`src/common/rps_pkg.sv`:
```
// constants and helpers shared by the remappable output pin select block
package rps_pkg;
  localparam int NPIN = 14;
  localparam int NPAIR = 7;
  localparam int SEL_W = 6;
  localparam int NFUNC = 64;
  localparam int FIRST_PIN = 12;
  localparam int ADDR_W = 12;
  localparam int IDX_W = 3;
  // byte addresses of the seven output map registers
  localparam logic [11:0] OFS_MAP_12_13 = 12'h000;
  localparam logic [11:0] OFS_MAP_14_15 = 12'h004;
  localparam logic [11:0] OFS_MAP_16_17 = 12'h008;
  localparam logic [11:0] OFS_MAP_18_19 = 12'h00C;
  localparam logic [11:0] OFS_MAP_20_21 = 12'h010;
  localparam logic [11:0] OFS_MAP_22_23 = 12'h014;
  localparam logic [11:0] OFS_MAP_24_25 = 12'h018;
  // field layout inside one 16-bit map register
  localparam int EVEN_LSB = 0;
  localparam int EVEN_MSB = 5;
  localparam int ODD_LSB = 8;
  localparam int ODD_MSB = 13;
  localparam logic [15:0] MAP_RESET = 16'h0000;
  localparam logic [5:0] SEL_RESET = 6'h00;
  localparam logic [5:0] FUNC_NONE = 6'h00;
  // pair index whose upper field is absent in the small package
  localparam logic [2:0] SMALL_PAIR = 3'h1;
  localparam logic [31:0] RDATA_ZERO = 32'h00000000;

  // decode a byte address into a register index, bit 3 flags a hit
  function automatic logic [3:0] map_decode(input logic [11:0] addr);
    logic [3:0] res;
    res = 4'h0;
    unique case (addr)
      OFS_MAP_12_13: res = 4'h8;
      OFS_MAP_14_15: res = 4'h9;
      OFS_MAP_16_17: res = 4'hA;
      OFS_MAP_18_19: res = 4'hB;
      OFS_MAP_20_21: res = 4'hC;
      OFS_MAP_22_23: res = 4'hD;
      OFS_MAP_24_25: res = 4'hE;
      default: res = 4'h0;
    endcase
    return res;
  endfunction
endpackage

```
`src/common/rps_reg_if.sv`:
```
// register access strobes between the bus slave and the map registers
`timescale 1ns/1ps
interface rps_reg_if;
  logic wr_lo;
  logic wr_hi;
  logic [2:0] idx;
  logic [15:0] wdata;
  logic [15:0] rd_data;
  modport slave(output wr_lo, output wr_hi, output idx, output wdata, input rd_data);
  modport regs(input wr_lo, input wr_hi, input idx, input wdata, output rd_data);
endinterface

```
`src/common/rps_sel_if.sv`:
```
// per-pin selector values from the map registers to the output mux
`timescale 1ns/1ps
interface rps_sel_if;
  logic [13:0][5:0] sel;
  modport src(output sel);
  modport dst(input sel);
endinterface

```
`src/design/rps_apb_slave.sv`:
```
// apb slave front end for the output map registers
`timescale 1ns/1ps
module rps_apb_slave (
  input wire logic pclk,
  input wire logic presetn,
  input wire logic psel,
  input wire logic penable,
  input wire logic pwrite,
  input wire logic [11:0] paddr,
  input wire logic [31:0] pwdata,
  input wire logic [3:0] pstrb,
  output logic [31:0] prdata,
  output logic pready,
  output logic pslverr,
  rps_reg_if.slave rif
);
  logic [3:0] dec;
  logic hit;
  logic setup_rd;
  logic access;
  logic [31:0] prdata_reg;
  logic [31:0] prdata_next;

  // address decode and phase flags
  assign dec = rps_pkg::map_decode(paddr);
  assign hit = dec[3];
  assign setup_rd = psel & ~penable & ~pwrite;
  assign access = psel & penable;

  // zero wait states, error only on unmapped addresses
  assign pready = 1'b1;
  assign pslverr = access & ~hit;

  // write strobes fire in the access phase, one for each of the two low byte lanes
  assign rif.idx = dec[2:0];
  assign rif.wdata = pwdata[15:0];
  assign rif.wr_lo = access & pwrite & hit & pstrb[0];
  assign rif.wr_hi = access & pwrite & hit & pstrb[1];

  // read data captured in setup so it stands through the access phase
  always_comb begin
    prdata_next = prdata_reg;
    if (setup_rd) begin
      prdata_next = hit ? {16'h0000, rif.rd_data} : rps_pkg::RDATA_ZERO;
    end
  end

  always_ff @(posedge pclk or negedge presetn) begin
    if (!presetn) begin
      prdata_reg <= 32'h00000000;
    end else begin
      prdata_reg <= prdata_next;
    end
  end

  assign prdata = prdata_reg;
endmodule

```
`src/design/rps_out_mux.sv`:
```
// routes the selected peripheral output onto each remappable pin
`timescale 1ns/1ps
module rps_out_mux (
  input wire logic pclk,
  input wire logic presetn,
  rps_sel_if.dst sif,
  input wire logic [63:0] periph_out,
  output logic [13:0] remap_pin_out,
  output logic [13:0] remap_pin_active
);
  logic [13:0] out_reg;
  logic [13:0] out_next;
  logic [13:0] act_reg;
  logic [13:0] act_next;

  // one selector per pin, function zero leaves the pin unassigned
  genvar g;
  generate
    for (g = 0; g < rps_pkg::NPIN; g++) begin : g_pin
      assign act_next[g] = (sif.sel[g] != rps_pkg::FUNC_NONE);
      assign out_next[g] = act_next[g] ? periph_out[sif.sel[g]] : 1'b0;
    end
  endgenerate

  always_ff @(posedge pclk or negedge presetn) begin
    if (!presetn) begin
      out_reg <= 14'h0000;
      act_reg <= 14'h0000;
    end else begin
      out_reg <= out_next;
      act_reg <= act_next;
    end
  end

  assign remap_pin_out = out_reg;
  assign remap_pin_active = act_reg;
endmodule

```
`src/design/rps_top.sv`:
```
// top of the remappable output pin select block: map registers and checks
//
// Local design decisions: the address map and the APB interface to the registers.
`timescale 1ns/1ps
// How it works
// - bits 15-14 and 7-6 of every map register are not stored, ignore writes and read zero.
// - bits 13-8 of each map register select the function of the odd pin of its pair.
// - bits 5-0 of each map register select the function of the even pin of its pair.
// - a pin whose selector holds a nonzero function n is driven by peripheral output n; function zero drives the pin low.
// - every implemented selector bit clears to zero at reset and is readable and writable, except the pin 15 selector in the small package.
// - in the small package the upper selector of the pins 14/15 register is absent, reads zero.
// - the seven registers cover pins 12 to 25 in ascending pairs, two pins per register.
module rps_top #(
  parameter bit SMALL_PKG = 1'b0
) (
  input wire logic pclk,
  input wire logic presetn,
  input wire logic psel,
  input wire logic penable,
  input wire logic pwrite,
  input wire logic [11:0] paddr,
  input wire logic [31:0] pwdata,
  input wire logic [3:0] pstrb,
  output logic [31:0] prdata,
  output logic pready,
  output logic pslverr,
  input wire logic [63:0] periph_out,
  output logic [13:0] remap_pin_out,
  output logic [13:0] remap_pin_active,
  output logic [13:0][5:0] pin_output_select
);
  rps_reg_if rif ();
  rps_sel_if sif ();

  logic [13:0][5:0] sel_reg;
  logic [13:0][5:0] sel_next;

  // read word of one register from its two selectors
  function automatic logic [15:0] pack_pair(input logic [5:0] odd, input logic [5:0] even);
    return {2'b00, odd, 2'b00, even};
  endfunction

  // bus slave front end
  rps_apb_slave u_apb (
    .pclk(pclk),
    .presetn(presetn),
    .psel(psel),
    .penable(penable),
    .pwrite(pwrite),
    .paddr(paddr),
    .pwdata(pwdata),
    .pstrb(pstrb),
    .prdata(prdata),
    .pready(pready),
    .pslverr(pslverr),
    .rif(rif)
  );

  // next selector values: register k holds pins 2k and 2k+1 of the window
  always_comb begin
    sel_next = sel_reg;
    for (int k = 0; k < rps_pkg::NPAIR; k++) begin
      if (rif.idx == k[2:0]) begin
        if (rif.wr_lo) begin
          sel_next[2*k] = rif.wdata[rps_pkg::EVEN_MSB:rps_pkg::EVEN_LSB];
        end
        if (rif.wr_hi) begin
          sel_next[2*k+1] = rif.wdata[rps_pkg::ODD_MSB:rps_pkg::ODD_LSB];
        end
      end
    end
    // upper field of pins 14/15 absent in the small package
    if (SMALL_PKG) begin
      sel_next[2*rps_pkg::SMALL_PAIR+1] = rps_pkg::SEL_RESET;
    end
  end

  // selector storage, cleared at power-on reset
  always_ff @(posedge pclk or negedge presetn) begin
    if (!presetn) begin
      sel_reg <= '0;
    end else begin
      sel_reg <= sel_next;
    end
  end

  // read-back mux over the addressed register
  always_comb begin
    rif.rd_data = rps_pkg::MAP_RESET;
    for (int k = 0; k < rps_pkg::NPAIR; k++) begin
      if (rif.idx == k[2:0]) begin
        rif.rd_data = pack_pair(sel_reg[2*k+1], sel_reg[2*k]);
      end
    end
  end

  // selectors travel to the mux, pin 15 gets its own field
  assign sif.sel = sel_reg;
  assign pin_output_select = sel_reg;

  // output routing toward the pad drivers
  rps_out_mux u_mux (
    .pclk(pclk),
    .presetn(presetn),
    .sif(sif),
    .periph_out(periph_out),
    .remap_pin_out(remap_pin_out),
    .remap_pin_active(remap_pin_active)
  );

  // helper state for the checks below
  logic [3:0] chk_dec;
  logic chk_hit;
  logic [2:0] chk_idx;
  logic last_wr_lo;
  logic last_wr_hi;
  logic [2:0] last_idx;
  logic [15:0] last_wdata;
  logic [13:0] exp_pin;
  logic [13:0] exp_act;

  assign chk_dec = rps_pkg::map_decode(paddr);
  assign chk_hit = chk_dec[3];
  assign chk_idx = chk_dec[2:0];

  // remember the last write for the field checks
  always_ff @(posedge pclk or negedge presetn) begin
    if (!presetn) begin
      last_wr_lo <= 1'b0;
      last_wr_hi <= 1'b0;
      last_idx <= 3'h0;
      last_wdata <= 16'h0000;
    end else begin
      last_wr_lo <= rif.wr_lo;
      last_wr_hi <= rif.wr_hi;
      last_idx <= rif.idx;
      last_wdata <= rif.wdata;
    end
  end

  // expected pin level from the current selectors
  always_comb begin
    for (int p = 0; p < rps_pkg::NPIN; p++) begin
      exp_pin[p] = (sel_reg[p] == rps_pkg::FUNC_NONE) ? 1'b0 : periph_out[sel_reg[p]];
      exp_act[p] = (sel_reg[p] != rps_pkg::FUNC_NONE);
    end
  end
endmodule

```
`config.mk`:
```
export PLATFORM = sky130hd
export DESIGN_NAME = rps_top
export DESIGN_NICKNAME = d
export VERILOG_FILES = /design/src/common/rps_pkg.sv /design/src/common/rps_reg_if.sv /design/src/common/rps_sel_if.sv /design/src/design/rps_apb_slave.sv /design/src/design/rps_out_mux.sv /design/src/design/rps_top.sv
export SDC_FILE = /design/constraint.sdc
export NUM_CORES = 1
export LEC_CHECK = 0
export BUFFER_PORTS_ARGS = -buffer_cell sky130_fd_sc_hd__buf_4
export CORE_MARGIN = 8
export CORE_UTILIZATION = 36
export DETAILED_ROUTE_END_ITERATION = 12
export GPL_ROUTABILITY_DRIVEN = 0
export GPL_TIMING_DRIVEN = 0
export PLACE_DENSITY = 0.55
export SLEW_MARGIN = 10
export SYNTH_ARGS = -nofsm -noshare
export SYNTH_HDL_FRONTEND = slang
export SYNTH_SLANG_ARGS = --single-unit
```
`constraint.sdc`:
```
create_clock -name pclk -period 2.2 [get_ports pclk]
set_input_delay 0.11 -clock pclk [delete_from_list [all_inputs] [get_ports pclk]]
set_output_delay 0.11 -clock pclk [all_outputs]
set_load 0.02 [all_outputs]
```
# Word-level counts from Yosys, hierarchy flattened
# Index checks and enable logic that the tools add are counted.
dict set report classes {
  muxes 51
  bitwise 11
  n_reduce_logical 30
  n_lt_le_gt_ge 14
  eq_ne 12
}
# operator count
set ops {}
lappend ops {{$mux 16} 7}
lappend ops {{$lt 6x7->1 const B} 14}
lappend ops {{$bmux 1 s6} 14}
lappend ops {{$reduce_bool 6->1} 14}
lappend ops {{$eq 12x5->1 const B} 3}
lappend ops {{$mux 1} 28}
lappend ops {{$pmux 4 s7} 1}
lappend ops {{$reduce_and 2->1} 14}
lappend ops {{$eq 12x4->1 const B} 2}
lappend ops {{$mux 14} 1}
lappend ops {{$eq 12x3->1 const B} 1}
lappend ops {{$logic_not 12->1} 1}
lappend ops {{$eq 3x3->1 const B} 3}
lappend ops {{$and 1x1->1} 8}
lappend ops {{$eq 3x2->1 const B} 2}
lappend ops {{$eq 3x1->1 const B} 1}
lappend ops {{$logic_not 3->1} 1}
lappend ops {{$not 1->1} 3}
dict set report totals {
  reg_bits 144
  elab_cells 135
}

# Logic depth before layout (Yosys ltp)
dict set report depth {
  word_depth 11
  depth_mapped 8
}

# Cells and area by module
# Synthesis repeated with hierarchy kept, for this count alone.
dict set report unflattened {
  hier_cells 1123
  hier_area_um2 14393.8
}
# module seq_area_each_um2 area_each_um2 cells_per_inst instances
set by_module_without_submodules {}
lappend by_module_without_submodules {rps_out_mux 700.7 9107.5 691 1}
lappend by_module_without_submodules {rps_top 2102.0 4190.3 309 1}
lappend by_module_without_submodules {rps_apb_slave 400.4 1096.1 123 1}

# Least setup slack after synthesis
# OpenSTA, ideal clock, no wires.
dict set report synth_timing {
  kind {register -> register}
  from {register sel_reg (netlist bit pin_output_select[12])}
  to {register u_mux.out_reg[2] (netlist: u_mux.remap_pin_out[2])}
  n_path_buf 2
  path_stages_with_launch 7
  t_required_ns 2.064
  arrival_time_ns 2.204
  slack_ns -0.140
  path_cell_list {dfrtp_1 -> buf_2 -> buf_2 -> mux4_2 -> mux4_2 -> mux2i_1 -> a32oi_1}
}
dict set report synth_between {
  elab_chain_cells 3
}
# element line_no
set synth_rtl {}
lappend synth_rtl {{from (decl)} rps_top.sv:35} ;# logic [13:0][5:0] sel_reg;
lappend synth_rtl {{from (signal assigned)} rps_top.sv:83} ;# sel_reg <= sel_next;
lappend synth_rtl {{$bmux 1 s6} rps_out_mux.sv:21} ;# assign out_next[g] = act_next[g] ? periph_out[sif.sel[g]] : 1'b0;
lappend synth_rtl {{$mux 1 (not written as such)} rps_out_mux.sv:21}
lappend synth_rtl {{$mux 1 *} rps_out_mux.sv:21}
lappend synth_rtl {{via u_mux.out_next[2]} rps_out_mux.sv:12} ;# logic [13:0] out_next;
lappend synth_rtl {{to (signal assigned)} rps_out_mux.sv:30} ;# out_reg <= out_next;
lappend synth_rtl {{to (decl)} rps_out_mux.sv:11} ;# logic [13:0] out_reg;
# The timed path passes the listed nets; every way through them passes the cells marked *. The select of a mux whose other input is x is not followed.
# A chain may end at the register's enable or synchronous reset.

# Worst setup path in the final report
dict set report layout_timing {
  from {register sel_reg (netlist bit pin_output_select[13])}
  to {register u_mux.out_reg[2] (netlist: u_mux.remap_pin_out[2])}
}
# The elaborated chain is that of the path after synthesis.

==> results.md <==
- Status: finished, violations left
- Violated checks: setup timing
- Latest clock arrival within the worst-skew pair: ~440 ps
- Number of buffers created by CTS: 17
- Initial antenna violation count: 0
- Wirelength per Cell: 33.2 µm
- Crit path max fanout: 11
- Post-route setup slack: -6.16 ps
- Root Buffer: clkbuf_16
- Initial Util: 0.366
- P per Cell Area: 383 nW/µm²
- GRT Util Overall: 0.271
- Die width: 209 µm
- CP bufs+invs: 1
- Residual DRC count: 0
- Crit start category: flop
- Slowest library cell on the worst path: dfrtp_2
- Worst stage delay on the critical path: 540 ps
- First-pass GRT wire length: 87300 µm
- Worst Hold Depth: 2
- Fin crit period: 2210 ps
- Max reg flops: 84
- Worst-path clk slew: around 70 ps
- Max_slew headroom: 0.357
- Mapped Cells: about 1100
- CP arrival: about 2500 ps
- WL final: 60100 µm
- Cell mode on critical path: mux4_2
- DRT Pass-1 Iters: 7
- Hold path start: pwdata[8]
- Leakage Power: 6.46 nW
- Asr flop ratio synth: 1.00
- Crit path max-delay family: multiplexers
- Final global-route overflow total: 0
- Slew @ Worst Pin: between 900 and 1000 ps
- Final Non-Filler Cells: around 1800
- Post-route ant nets: 0
- Most common cell after layout, fill and taps aside: buf_4
- Reg2Reg Setup Slack: -6 ps
- EDFF count, synth: 0
- Row count: 70
- Via density: 6.81
- Maximum vdd drop: roughly 0.00043 V
- Max-slew violation count: 0
- Setup crit end kind: flop
- Largest net degree at the start of global routing: 66
- Ant. Diodes: 0
- F_max: 453 MHz
- Worst r2r src: pin_output_select[13]$_DFFE_PN0P_
- Die area: 43600 µm²
- Netlist cell types: 61
- Highest-count cells in the layout ignoring fill and taps: buf_4 (254), mux4_2 (244), dfrtp_1 (113)
- Synth warn: 0
- Mapped cell area: 13400 µm²
- PortBufs: 219
- Syn_area_per_cell: about 13 µm²
- Worst Path Required: 2480 ps
- TritonCTS clock tree: yes
- Hold crit path type: input pin to flop
- Clock sink count: 124
- Clock Skews: 13.2 ps
- Post-route setup TNS: -6.16 ps
- Crit Path Class: flop to flop
- Dominant synthesized flop cell: dfrtp_1
- Post-synthesis register bit count: 124
- Max-Cap Viols: 0
- Vias in the first global route: roughly 13000
- Die H: 209 µm
- Setup-failing EPs final: 1
- CTS H-tree depth: 4
- Final Hold Viols: 0
- Core area: 36600 µm²
- Area delta synth->final: 24.8%
- Fin util: 0.457
- Post-synthesis sequential area ratio: 0.232
- Iteration-0 DRC Markers: 1927
- Reg2reg path depth: 5
- CTS Buffer Depth: 2
- Share of layout cells above drive strength 1: 0.528
- Final #Nets: between 1000 and 1500
- Crit Reg-Reg Endpoint: u_mux.remap_pin_out[2]$_DFF_PN0_
- CP Cell Sequence: buf_2 > mux4_2 > mux4_2 > mux2i_1 > a32oi_1
- Period utilisation layout: 1.00
- Hold slack: 16.5 ps
- Hpwl dp: 45000 µm
- IO Pins: 263
- Placed cell count: 1775
- Setup WS pre-CTS: -534 ps
- DR vias: roughly 12000
- Worst Hold End: pin_output_select[30]$_DFFE_PN0P_
-- metal layers --
metal  vias up  GRT usage  part of all wire
met3       176     0.0943              0.13
met5         -          0                 0
met2      1012      0.418              0.46
met4         0      0.120             0.047
li1       4863          -                 -
met1      6302      0.341              0.36
-- synthesized netlist by cell type, drive strengths merged, types with 7 or more instances --
library cell  count  share of area
mux4            244           0.41
clkbuf          137          0.039
dfrtp           124           0.23
mux2            100          0.087
buf              65          0.028
mux2i            51          0.038
nand2            39          0.012
nand3b           33          0.018
nor2             32          0.010
a22oi            21          0.012
nand3            21         0.0082
nor4             16         0.0075
o22ai            14         0.0065
inv              13         0.0036
o21ai            13         0.0049
a21oi            12         0.0045
a211oi           11         0.0062
a22o             11         0.0072
o31ai            10         0.0056
or3               9         0.0046
a311oi            8         0.0052
nor2b             8         0.0037
a221oi            7         0.0046
a31oi             7         0.0033
o21a              7         0.0039
-- report_power, final --
part           internal [mW]  total, mW  switching, mW
registers               2.28       2.29        0.00259
clock network           1.72       2.90           1.17
logic                  0.541       1.22          0.679
total                   4.55       6.40           1.85
-- stage by stage --
stage	area [µm²]	power, mW
finish	16700	6.40
global route	16700	6.54
CTS	16700	6.39
detailed placement	15800	3.49
global placement	15700	3.47
floorplan	13500	2.95
-- kinds of logic after synthesis --
family,synth area share
AOI/OAI and AO/OA,0.0842
buffers and inverters,0.0699
DFF,0.232
muxes,0.536
other,0.000561
and+or+nand+nor,0.0781
-- final cells by class --
| type | count | area [µm²] |
|---|---|---|
| Multi-Input combinational cell | 748 | 9490 |
| Inverter | 13 | 48.8 |
| Fill cell | 3462 | 19900 |
| Sequential cell | 124 | 3120 |
| Timing Repair Buffer | 238 | 1830 |
| Clock buffer | 22 | 464 |
| Buffer | 192 | 1080 |
| Clock inverter | 9 | 113 |
| Tap cell | 468 | 586 |
-- how the worst max path moves through the flow --
stage | startpoint | depth (start not counted) | end | slack [ps]
after floorplan | pin_output_select[0]$_DFFE_PN0P_ | 7 | u_mux.remap_pin_out[0]$_DFF_PN0_ | 3
after global placement | pin_output_select[1]$_DFFE_PN0P_ | 7 | u_mux.remap_pin_out[0]$_DFF_PN0_ | -550
after detailed placement | pin_output_select[1]$_DFFE_PN0P_ | 7 | u_mux.remap_pin_out[0]$_DFF_PN0_ | -530
after CTS | pin_output_select[48]$_DFFE_PN0P_ | 6 | u_mux.remap_pin_out[8]$_DFF_PN0_ | 3
after global routing | pin_output_select[7]$_DFFE_PN0P_ | 6 | u_mux.remap_pin_out[1]$_DFF_PN0_ | -10
final | pin_output_select[13]$_DFFE_PN0P_ | 5 | u_mux.remap_pin_out[2]$_DFF_PN0_ | -6
-- timing repair --
item | in CTS | in global routing
resized for setup | 76 | 31
hold endpoints to repair | 112 | 0
setup endpoints to repair | 35 | 12
hold buffers | 9 | 0
buffers inserted | 6 | 3
Power figures use the tool's default switching activity.
